==> config.mk <==
export PLATFORM = sky130hd
export DESIGN_NAME = fast_threshold_detect
export DESIGN_NICKNAME = d
export VERILOG_FILES = /design/src/fast_detect_pkg.sv /design/src/delay_line.sv /design/src/fast_threshold_detect.sv
export VERILOG_INCLUDE_DIRS = /design/src /design/src/src
export SDC_FILE = /design/constraint.sdc
export NUM_CORES = 1
export LEC_CHECK = 0
export BUFFER_PORTS_ARGS = -buffer_cell sky130_fd_sc_hd__buf_2
export CAP_MARGIN = 20
export CORE_MARGIN = 4
export CORE_UTILIZATION = 25
export DETAILED_ROUTE_END_ITERATION = 10
export SYNTH_ARGS = -nofsm -noshare
export SYNTH_HDL_FRONTEND = slang
export SYNTH_SLANG_ARGS = --single-unit
==> constraint.sdc <==
create_clock -name clk -period 7.96 [get_ports clk]
set_clock_uncertainty 0.15 [all_clocks]
set_input_delay 0.796 -clock clk [delete_from_list [all_inputs] [get_ports clk]]
set_output_delay 0.796 -clock clk [all_outputs]
set_load 0.01 [all_outputs]
==> src/fast_detect_defs.svh <==
// register offsets, field positions and latencies for the fast threshold detector
`ifndef FAST_DETECT_DEFS_SVH
`define FAST_DETECT_DEFS_SVH

`define FD_ADDR_CONTROL     8'h45
`define FD_ADDR_UPPER_LO    8'h47
`define FD_ADDR_UPPER_HI    8'h48
`define FD_ADDR_LOWER_LO    8'h49
`define FD_ADDR_LOWER_HI    8'h4A
`define FD_ADDR_DWELL_LO    8'h4B
`define FD_ADDR_DWELL_HI    8'h4C
`define FD_ENABLE_BIT       0
`define FD_REG_RESET        8'h00
`define FD_DWELL_RESET      16'h0001
`define FD_UPPER_LATENCY    7
`define FD_OVR_LATENCY      36
`define FD_FULL_SCALE_EXP   13
`define FD_DELAY_DEPTH      36
`define FD_HOLDOFF_COUNT    5'h1C // clocks by which the release path trails the fast path, less one

`endif

==> src/fast_detect_pkg.sv <==
// types shared by the fast threshold detector
package fast_detect_pkg;
	typedef logic [13:0] sample_t;
	typedef logic [15:0] magnitude_t;
	typedef enum logic [0:0] {
		IND_IDLE = 1'b0,
		IND_HELD = 1'b1
	} indicator_state_t;
endpackage

==> src/delay_line.sv <==
// fixed-length shift register used to align pipeline taps
`timescale 1ns/1ps
`default_nettype none
module delay_line #(
	parameter int WIDTH = 1,
	parameter int DEPTH = 1
) (
	input  wire logic             clk,
	input  wire logic             reset,
	input  wire logic [WIDTH-1:0] din,
	output logic      [WIDTH-1:0] dout
);
	logic [WIDTH-1:0] stage_q [DEPTH];

	// each stage is a plain flop; reset clears the line so no stale flag escapes
	always_ff @(posedge clk) begin
		if (reset) begin
			for (int i = 0; i < DEPTH; i++) begin
				stage_q[i] <= '0;
			end
		end else begin
			stage_q[0] <= din;
			for (int i = 1; i < DEPTH; i++) begin
				stage_q[i] <= stage_q[i-1];
			end
		end
	end

	assign dout = stage_q[DEPTH-1];
endmodule
`default_nettype wire

==> src/fast_threshold_detect.sv <==
// fast threshold detector with dwell-based release and overrange flag
`timescale 1ns/1ps
`default_nettype none
`include "fast_detect_defs.svh"

// Behaviour
// - detection runs only while bit 0 of the control register at 0x45 is set.
// - the indicator asserts when sample magnitude exceeds the upper threshold at 0x47/0x48.
// - the indicator stays low while magnitude is below threshold and nothing has triggered it.
// - comparisons use sample magnitude only, so equal positive and negative excursions match.
// - an upper exceedance shows on the indicator seven clocks after its sample arrives.
// - once set, the indicator holds until magnitude stays below the lower threshold for the dwell count.
// - the lower threshold is a 16-bit value from 0x49/0x4A compared with the sample magnitude.
// - the lower comparison uses the full pipeline path and carries the full pipeline latency.
// - the dwell count is programmable from 1 to 65535 clocks via 0x4B/0x4C.
// - threshold values are scaled so that two to the thirteenth equals full-scale magnitude.
// - the overrange flag appears 36 clocks after the overrange at the input.
module fast_threshold_detect (
	input  wire logic                     clk,
	input  wire logic                     reset,
	input  wire fast_detect_pkg::sample_t sample,
	input  wire logic                     overrange_in,
	input  wire logic                     reg_wr,
	input  wire logic                     reg_rd,
	input  wire logic [7:0]               reg_addr,
	input  wire logic [7:0]               reg_wdata,
	output logic      [7:0]               reg_rdata,
	output logic                          near_full_scale_flag,
	output logic                          overrange_flag
);
	localparam int UP_STAGES = `FD_UPPER_LATENCY - 3;
	localparam int LO_STAGES = `FD_OVR_LATENCY - 3;

	logic [7:0]                        control_q;
	logic [15:0]                       upper_thr_q;
	logic [15:0]                       lower_thr_q;
	logic [15:0]                       dwell_q;
	logic [7:0]                        reg_rdata_q;
	fast_detect_pkg::magnitude_t       mag_q;
	logic                              above_upper_q;
	logic                              below_lower_q;
	logic                              upper_hit;
	logic                              lower_ok;
	logic                              ovr_d;
	logic [15:0]                       dwell_cnt_q;
	logic [4:0]                        holdoff_q;
	fast_detect_pkg::indicator_state_t state_q;
	logic                              flag_q;
	logic                              ovr_q;
	logic                              enable;

	// magnitude of a 14-bit two's complement sample; full scale is 2^13
	function automatic fast_detect_pkg::magnitude_t magnitude(input fast_detect_pkg::sample_t s);
		logic [13:0] neg;
		neg = 14'(~s + 14'h0001);
		if (s[13]) begin
			magnitude = {2'h0, neg};
		end else begin
			magnitude = {2'h0, s};
		end
	endfunction

	// byte merge for the split registers
	function automatic logic [15:0] set_byte(input logic [15:0] cur, input logic hi, input logic [7:0] b);
		if (hi) begin
			set_byte = {b, cur[7:0]};
		end else begin
			set_byte = {cur[15:8], b};
		end
	endfunction

	assign enable = control_q[`FD_ENABLE_BIT];

	// register writes; a dwell of zero releases like a dwell of one since the legal range starts there
	always_ff @(posedge clk) begin
		if (reset) begin
			control_q   <= `FD_REG_RESET;
			upper_thr_q <= 16'h0000;
			lower_thr_q <= 16'h0000;
			dwell_q     <= `FD_DWELL_RESET;
		end else if (reg_wr) begin
			unique case (reg_addr)
				`FD_ADDR_CONTROL:  control_q   <= reg_wdata;
				`FD_ADDR_UPPER_LO: upper_thr_q <= set_byte(upper_thr_q, 1'b0, reg_wdata);
				`FD_ADDR_UPPER_HI: upper_thr_q <= set_byte(upper_thr_q, 1'b1, reg_wdata);
				`FD_ADDR_LOWER_LO: lower_thr_q <= set_byte(lower_thr_q, 1'b0, reg_wdata);
				`FD_ADDR_LOWER_HI: lower_thr_q <= set_byte(lower_thr_q, 1'b1, reg_wdata);
				`FD_ADDR_DWELL_LO: dwell_q     <= set_byte(dwell_q, 1'b0, reg_wdata);
				`FD_ADDR_DWELL_HI: dwell_q     <= set_byte(dwell_q, 1'b1, reg_wdata);
				default: ;
			endcase
		end
	end

	// read data is registered; unmapped addresses read zero
	always_ff @(posedge clk) begin
		if (reset) begin
			reg_rdata_q <= 8'h00;
		end else if (reg_rd) begin
			unique case (reg_addr)
				`FD_ADDR_CONTROL:  reg_rdata_q <= control_q;
				`FD_ADDR_UPPER_LO: reg_rdata_q <= upper_thr_q[7:0];
				`FD_ADDR_UPPER_HI: reg_rdata_q <= upper_thr_q[15:8];
				`FD_ADDR_LOWER_LO: reg_rdata_q <= lower_thr_q[7:0];
				`FD_ADDR_LOWER_HI: reg_rdata_q <= lower_thr_q[15:8];
				`FD_ADDR_DWELL_LO: reg_rdata_q <= dwell_q[7:0];
				`FD_ADDR_DWELL_HI: reg_rdata_q <= dwell_q[15:8];
				default:           reg_rdata_q <= 8'h00;
			endcase
		end
	end
	assign reg_rdata = reg_rdata_q;

	// stage 1: magnitude; stage 2: both comparisons
	always_ff @(posedge clk) begin
		if (reset) begin
			mag_q         <= 16'h0000;
			above_upper_q <= 1'b0;
			below_lower_q <= 1'b0;
		end else begin
			mag_q         <= magnitude(sample);
			above_upper_q <= mag_q > upper_thr_q;
			below_lower_q <= mag_q < lower_thr_q;
		end
	end

	// fast path padded so the flag lands seven clocks after its sample
	delay_line #(
		.WIDTH (1),
		.DEPTH (UP_STAGES)
	) u_upper_delay (
		.clk   (clk),
		.reset (reset),
		.din   (above_upper_q),
		.dout  (upper_hit)
	);

	// release path carries the full pipeline delay, trading speed for resolution
	delay_line #(
		.WIDTH (1),
		.DEPTH (LO_STAGES)
	) u_lower_delay (
		.clk   (clk),
		.reset (reset),
		.din   (below_lower_q),
		.dout  (lower_ok)
	);

	// overrange travels beside the pipeline output
	delay_line #(
		.WIDTH (1),
		.DEPTH (`FD_OVR_LATENCY - 1)
	) u_ovr_delay (
		.clk   (clk),
		.reset (reset),
		.din   (overrange_in),
		.dout  (ovr_d)
	);

	// indicator state and dwell counter
	always_ff @(posedge clk) begin
		if (reset || !enable) begin
			state_q     <= fast_detect_pkg::IND_IDLE;
			dwell_cnt_q <= 16'h0000;
			flag_q      <= 1'b0;
		end else begin
			unique case (state_q)
				fast_detect_pkg::IND_IDLE: begin
					dwell_cnt_q <= 16'h0000;
					if (upper_hit) begin
						state_q <= fast_detect_pkg::IND_HELD;
						flag_q  <= 1'b1;
					end else begin
						flag_q <= 1'b0;
					end
				end
				fast_detect_pkg::IND_HELD: begin
					if (upper_hit || !lower_ok || holdoff_q != 5'h00) begin
						dwell_cnt_q <= 16'h0000;
					end else if (16'(dwell_cnt_q + 16'h0001) >= dwell_q) begin
						state_q     <= fast_detect_pkg::IND_IDLE;
						flag_q      <= 1'b0;
						dwell_cnt_q <= 16'h0000;
					end else begin
						dwell_cnt_q <= 16'(dwell_cnt_q + 16'h0001);
					end
				end
			endcase
		end
	end
	// release path lags the fast path; without this wait the dwell would count samples older than the hit
	always_ff @(posedge clk) begin
		if (reset || !enable) begin
			holdoff_q <= 5'h00;
		end else if (upper_hit) begin
			holdoff_q <= `FD_HOLDOFF_COUNT;
		end else if (holdoff_q != 5'h00) begin
			holdoff_q <= 5'(holdoff_q - 5'h01);
		end
	end

	// overrange is always live, independent of the detect enable
	always_ff @(posedge clk) begin
		if (reset) begin
			ovr_q <= 1'b0;
		end else begin
			ovr_q <= ovr_d;
		end
	end

	assign near_full_scale_flag = flag_q;
	assign overrange_flag       = ovr_q;

	// helper: magnitude above upper threshold, taken from the raw sample input one clock ahead of the comparator
	logic exceed_now;
	assign exceed_now = magnitude(sample) > upper_thr_q;
endmodule
`default_nettype wire
* Yosys cells after proc, flatten, opt, wreduce, memory -nomap -nowiden
Memories as Yosys holds them, arrays and structs flattened. A register that Yosys moved wholly into a read port is not among the register bits. Cells that the tools add are included.
Cells by class: add/subtract/negate cells 3, order comparisons 3, eq/ne operators 9, mux-type cells 92, bitwise operators 81, reductions and logical operators 17
Operator list (count):
- $pmux 16 s2 | 4
- $mux 1 | 80
- $or 1x1->1 | 72
- $eq 8x7->1 const B | 7
- $pmux 8 s7 | 1
- $mux 16 | 2
- $reduce_and 3->1 | 6
- $add 16x1->16 const B | 1
- $ge 16x16->1 | 1
- $gt 16x16->1 | 1
- $lt 16x16->1 | 1
- $add 14x1->14 const B | 1
- $not 14->14 | 1
- $mux 13 | 1
- $mux 5 | 2
- $not 1->1 | 8
- $reduce_bool 5->1 | 1
- $sub 5x1->5 const B | 1
- $pmux 1 s2 | 2
- $reduce_and 2->1 | 2
- $reduce_or 2->1 | 2
- $logic_or 1x1->1 | 3
- $logic_not 1->1 | 2
- $ne 2x1->1 const B | 1
- 2 further kinds | 2
Storage, ports and cells: register bits 105, RAM bits 72, output and inout bits 10, memories 3
Memory list:
- u_ovr_delay.stage_q | words 35, bits a word 1, rd ports 35, clocked after memory_dff 1, wr ports 35, line delay_line.sv:13 | logic [WIDTH-1:0] stage_q [DEPTH];
- u_lower_delay.stage_q | words 33, bits a word 1, rd ports 33, clocked after memory_dff 0, wr ports 33, line delay_line.sv:13
- u_upper_delay.stage_q | words 4, bits a word 1, rd ports 4, clocked after memory_dff 0, wr ports 4, line delay_line.sv:13

* Logic depth before layout (Yosys ltp)
Gate-level depths: netlist (run 1). An unclocked memory read counts as a cell.
depth in word-level cells 6, gate-level depth with buffers 12, depth with buffers taken out 11

* Modules after synthesis
From an unflattened synthesis (run 1), not the netlist that was laid out.
Unflattened totals: cells, all modules 765, area, all modules 7845.0 sq um
By module, submodules not included:
- fast_threshold_detect | times used 1, cells each 615, area each 5884.4 sq um, seq. area each 2082.0 sq um
- delay_line at u_ovr_delay | times used 1, cells each 73, area each 965.9 sq um, seq. area each 700.7 sq um
- delay_line at u_lower_delay | times used 1, cells each 69, area each 889.6 sq um, seq. area each 660.6 sq um
- delay_line at u_upper_delay | times used 1, cells each 8, area each 105.1 sq um, seq. area each 80.1 sq um

* Least setup slack after synthesis (run 1)
Ideal clock, no wire load.
path kind register to register, start point register dwell_cnt_q[0], end point register dwell_cnt_q[11], arrival 2495 ps, required time 7745 ps, setup slack 5250 ps, stages on the path, launching flop included 13, path buffers 1, period minus slack after synthesis 2710 ps, path through dfxtp_1 ha_1 nand3_1 nor3_2 and4_1 xor2_1 ha_1 o21ai_0 nor2_1 nor3_1 nand4_1 buf_4 nor2b_1
On the way: word-level cells in the longest chain between the ends 5
Ends and longest elaborated chain:
- start, declared | line fast_threshold_detect.sv:45 | logic [15:0] dwell_cnt_q;
- start signal, assigned | line fast_threshold_detect.sv:185 | dwell_cnt_q <= 16'(dwell_cnt_q + 16'h0001);
- $add 16x1->16 (*) | line fast_threshold_detect.sv:180, fast_threshold_detect.sv:185
- $ge 16x16->1 | line fast_threshold_detect.sv:180 | end else if (16'(dwell_cnt_q + 16'h0001) >= dwell_q) begin
- $mux 16 (*) | line fast_threshold_detect.sv:180
- $mux 16 (*) | line fast_threshold_detect.sv:178 | if (upper_hit || !lower_ok || holdoff_q != 5'h00) begin
- $pmux 16 s2 (*) | line fast_threshold_detect.sv:167 | unique case (state_q)
Mark *: on every way between the ends. The rest lies on a longest branch, timed or not. A chain may end at the register's enable or synchronous reset.

* Worst setup path in the final report (run 1)
start point register dwell_cnt_q[0], end point register dwell_cnt_q[6]
Same word-level chain as after synthesis.

==> results of run 1 <==
stage by stage:
step	setup slack, ns	std cells
2_1_floorplan	5.25	763
3_3_place_gp	4.61	1167
4_1_cts	4.54	1198
3_5_place_dp	4.55	1167
5_1_grt	4.07	1198
6_report	4.57	1198
final timing paths:
check                                                              from                                       to  slack [ns]  depth (start not counted)
worst max register to register                dwell_cnt_q[0]$_SDFF_PP0_                dwell_cnt_q[6]$_SDFF_PP0_        4.57                         11
worst max-delay path                          dwell_cnt_q[0]$_SDFF_PP0_                dwell_cnt_q[6]$_SDFF_PP0_        4.57                         11
worst min register to register  u_lower_delay.stage_q[0][29]$_SDFF_PP0_  u_lower_delay.stage_q[0][30]$_SDFF_PP0_        0.29                          1
worst min-delay path            u_lower_delay.stage_q[0][29]$_SDFF_PP0_  u_lower_delay.stage_q[0][30]$_SDFF_PP0_        0.29                          1
cell usage in the layout (no fill, tap or decap), drive strengths merged, types with 3 or more instances in the layout:
master,count
nand2,31
inv,58
and3,5
buf,45
nand3,24
o31ai,3
and4,5
xnor2,8
xor2,18
o21a,3
or3,3
nor4,4
nor2b,88
clkbuf,17
mux2i,56
a211oi,11
nand2b,3
nor2,87
a21oi,35
clkinv,5
o21ai,13
nor3,12
nand4,9
mux4,6
a21o,3
dfxtp,176
ha,46
a22oi,3
metal layers:
metal  global-route usage, %  share of wire [%]  vias up
met1                    13.9                 50     2471
met5                       0               0.26        -
met4                    2.43               0.81        6
met3                    3.21                6.6       16
met2                    14.4                 42      113
li1                        -                  -     2650
kinds of logic (layout without fill, tap and decap cells):
kind of cell,Yosys count,in the layout,synth area share (%)
xor+xnor,26,26,3.02
flops,176,176,46.8
mux,64,64,9.54
simple gates,281,281,20.6
buf+inv,82,127,4.80
compound gates,88,88,7.61
fa+ha+maj,46,46,7.64
state kept, by name, indices dropped and copies added (netlist names), 14 cells and up:
register               cells
u_ovr_delay.stage_q       35
dwell_cnt_q               16
dwell_q                   16
upper_thr_q               16
lower_thr_q               16
u_lower_delay.stage_q     33
mag_q                     14
layout make-up:
class	count	area [um^2]
clock inverter	14	125
clock buffer	17	425
sequential	176	3520
multi-input combinational	505	3640
inverter	51	191
timing repair buffer	45	230
tap	390	488
fill	3185	21000
power by group:
part | switching (W) | total [W] | internal, W
registers | 0.00000565 | 0.000897 | 0.000891
logic | 0.0000598 | 0.0000971 | 0.0000373
clock network | 0.000373 | 0.000784 | 0.000410
total | 0.000439 | 0.00178 | 0.00134
critical path, stage by stage (launching register included):
cell     delay [ns]
dfxtp_1        0.40
ha_1           0.21
nand3_1        0.16
nor3_2         0.33
and4_1         0.25
xor2_1         0.17
ha_1           0.26
o21ai_0        0.15
nor2_1         0.06
nor3_1         0.20
nand4_1        0.61
and2b_1        0.40
==> impl_metrics.toml, run 1 <==
[run_status]
status = "finished clean"

[yosys]
synth_enable_flop_cells = 0
syn_avg_cell_area_um2 = 9.87
ys_ff_latch = 176
ys_types = 60
netlist_top_cells_area = "dfxtp_1 (47%), ha_1 (7.6%), mux2i_1 (7.4%), nor2b_1 (7.1%), nor2_1 (4.3%)"
netlist.area_leader.share_pct = 46.8
ys_top_cells_by_count = "dfxtp_1 (176), nor2_1 (87), nor2b_1 (85)"
yosys_warnings = 0
yosysMostFrequentCell = "dfxtp_1"
yosysSeqAreaShare_pct = 46.8
synth_nets = 844
synthCells = 763
synthArstFlopShare_pct = 0
synthFlopType = "dfxtp_1"
syn-cell-area_mm2 = 0.00753
yosys.area.top_type = "dfxtp_1"

[sta]
fin_crit_ns = 3.39
fmax_mhz = 295
tightest_slew_ns = 0.939
final_min_period_over_clock_period_pct = 42.6
setup_viol = 0
rsz0062_at_grt = "no"
hold_viol = 0
fin_hold_ws_ns = 0.285
fin_tns_setup_ns = 0
max_slew_margin_pct = 37.4
drv_slew = 0

[clock_network]
numCtsBuffers = 17
post_cts_buffers = 0
cts.repair.resized = 0
h-tree-depth = 4
root_buffer = "clkbuf_16"
insertion_delay_ns = 0.43
cts_sinks = 176
clk_path_buf_depth = 2
path_clk_slew_ns = 0.07
cts_tree = "built"
cts_hold_buffers = 0

[worst_setup_path]
worstPathMaxFanout = 16
arrival_ns = 3.61
worstSetupEndpointType = "register"
crit_path_start_kind = "register"
crit_type = "register to register"
critPathRequiredTime_ns = 8.18

[detailed_routing]
antenna_left = 0
wirelength_mm = 16.0
vias_per_cell = 4.39
first_iter_violations = 317
wl_per_cell_um = 13.4
drt-pass1-iter-count = 5
drc = 0
via_count = 5256

[job]
drv_cap = 0

[die]
top_level_ports = 45
num_rows = 63
die_x_um = 182
core_mm2 = 0.0296
start_util_pct = 25.4
die_area_mm2 = 0.0330
dieHeight_um = 182

[power]
ir_drop_uv = 127
total_power_w = 0.00178
powerDensity_mw_per_mm2 = 206
leakagePower_nw = 3.41

[hold_path]
hold_class = "register to register"

[global_route]
grt_pass1_wl_mm = 26.2
grt.overflow.total = 0
grt_max_degree = 94
antenna_found_initial = 3
grtUsageTotal_pct = 9.79
grt_pass1_vias = 4988

[finish]
final_cell_area_mm2 = 0.00863
final_util_pct = 29.1
antenna_cells = 0
drive_gt1_share_pct = 13.0
area_growth_pct = 14.6
layout.nets = 877

[placement]
dp_hpwl_mm = 11.5
dpl_cell_area_mm2 = 0.00808
gp_congestion = 0.798
io_buffers = 44
(Power assumes the default switching activity.)
==> run 2, diff against run 1 <==
==> constraint.sdc (replaced) <==
create_clock -name clk -period 3.4 [get_ports clk]
set_clock_uncertainty 0.15 [all_clocks]
set_input_delay 0.34 -clock clk [delete_from_list [all_inputs] [get_ports clk]]
set_output_delay 0.34 -clock clk [all_outputs]
set_load 0.01 [all_outputs]
==> run 2 against run 1 <==
Global-route usage increased by 0.17 points; via count decreased by 0.93%; power increased by 140%; core utilization increased by 0.18 points; sequential power increased by 130%; critical path type unchanged; largest power group unchanged; highest routed layer unchanged.
==> impl_metrics.toml, run 2 (same netlist as run 1, synthesis figures left out) <==
[clock_network]
h-tree-depth = 4
clk_path_buf_depth = 2
cts_tree = "built"
root_buffer = "clkbuf_16"
numCtsBuffers = 17
path_clk_slew_ns = 0.06
insertion_delay_ns = 0.43
post_cts_buffers = 0
cts_sinks = 176

[detailed_routing]
via_count = 5207
drt-pass1-iter-count = 4
wirelength_mm = 16.1
drc = 0
first_iter_violations = 386
antenna_left = 0
wl_per_cell_um = 13.4
vias_per_cell = 4.33

[die]
die_area_mm2 = 0.0330
num_rows = 63
dieHeight_um = 182
die_x_um = 182
core_mm2 = 0.0296
top_level_ports = 45
start_util_pct = 25.4

[sta]
tightest_slew_ns = 0.829
hold_viol = 0
fin_tns_setup_ns = 0
fmax_mhz = 334
setup_viol = 0
fin_crit_ns = 3.00
max_slew_margin_pct = 44.5
drv_slew = 0
rsz0062_at_grt = "no"
setup_slack_ns = 0.402
final_min_period_over_clock_period_pct = 88.2

[placement]
io_buffers = 44
dp_hpwl_mm = 11.6
gp_congestion = 0.824
place_ws_ns = 0.393

[worst_setup_path]
critPathRequiredTime_ns = 3.57
arrival_ns = 3.17
rrSetupSlack_ns = 0.40
crit_type = "register to register"
crit_path_start_kind = "register"
worstPathMaxFanout = 16
worstSetupEndpointType = "register"

[finish]
layout.nets = 880
drive_gt1_share_pct = 12.9
final_cell_mix = "dfxtp_1 (176), nor2_1 (87), nor2b_1 (85), mux2i_1 (56), inv_1 (51)"
final_common_cell = "dfxtp_1"
seq_area_mm2 = 0.00352
multi_input_area_mm2 = 0.00364
reg_top3 = "u_ovr_delay.stage_q x35, u_lower_delay.stage_q x33"
top_register = "u_ovr_delay.stage_q"
antenna_cells = 0
area_growth_pct = 15.3
largest_reg_flops = 35
n_fill_cell = 3132

[global_route]
grt_pass1_vias = 5066
grtUsageTotal_pct = 9.97
grt_use_met3_pct = 3.00
globalRouteMet2Util_pct = 14.7
grt_max_degree = 88
antenna_found_initial = 2
grt.overflow.total = 0
use_met1_pct = 13.9
grt_pass1_wl_mm = 26.5
grt.busiest_layer = "met2"

[hold_path]
hold_class = "input pin to register"

[power]
powerDensity_mw_per_mm2 = 491
leakagePower_nw = 3.43
ir_drop_uv = 299
total_power_w = 0.00426

[run_status]
status = "finished clean"

[job]
drv_cap = 0
run 2: cell types whose count changed in the layout (fill, tap and decap cells not counted), sizes merged:
| cell | change |
|---|---|
| clkbuf | +4 |
| buf | +2 |
| bufinv | +2 |
| clkinv | -2 |
| inv | -3 |
| dlygate4sd3 | +1 |
run 2: through the flow:
| stage | std cells | util, % | cell area [um^2] | hold slack [ns] |
|---|---|---|---|---|
| 6_report | 1202 | 29.3 | 8680 | 0.0460 |
| 5_1_grt | 1202 | 29.3 | 8680 | 0.0370 |
| 3_3_place_gp | 1169 | 27.3 | 8090 | 0.268 |
| 3_5_place_dp | 1169 | 27.3 | 8090 | 0.270 |
| 4_1_cts | 1202 | 29.3 | 8680 | 0.0237 |
| 2_1_floorplan | 763 | - | 7530 | 0.264 |
run 2: area by class of cell:
type	instances	area share, %
Clock buffer	21	5.19
Clock inverter	11	1.48
Inverter	51	2.21
Multi-Input combinational cell	505	42.0
Sequential cell	176	40.6
Tap cell	390	5.62
Timing Repair Buffer	48	2.94
run 2: what timing repair did:
| action | CTS | global route |
|---|---|---|
| gates resized for setup | 0 | 0 |
| endpoints found under the hold margin | 1 | 0 |
| hold buffers | 1 | 0 |
run 2: critical path, stage by stage (launching register included):
cell      delay [ns]
dfxtp_1         0.42
nand4_1         0.16
nor4_2          0.52
and4_1          0.28
xor2_1          0.08
ha_1            0.31
nand4_1         0.11
nor3_1          0.20
o211ai_1        0.14
nand4_1         0.11
buf_4           0.22
and2b_1         0.20
run 2: path summary, 6_finish.rpt:
check,from,cells past startpoint,to
min reg2reg,u_ovr_delay.stage_q[25]$_SDFF_PP0_,1,u_ovr_delay.stage_q[26]$_SDFF_PP0_
min,sample[0],3,mag_q[0]$_SDFF_PP0_
max,dwell_cnt_q[0]$_SDFF_PP0_,11,dwell_cnt_q[15]$_SDFF_PP0_
max reg2reg,dwell_cnt_q[0]$_SDFF_PP0_,11,dwell_cnt_q[15]$_SDFF_PP0_
run 2: where the power goes:
part | switching, W | internal (W) | total [W] | leakage (nW)
logic | 0.000140 | 0.0000882 | 0.000228 | 1.73
registers | 0.0000123 | 0.00209 | 0.00210 | 1.42
clock network | 0.000822 | 0.00111 | 0.00193 | 0.279
run 2: layer usage:
layer	vias to the layer above	share of wire [%]
met5	-	0.13
met2	97	42
met4	4	1.6
li1	2653	-
met1	2430	49
met3	23	6.4
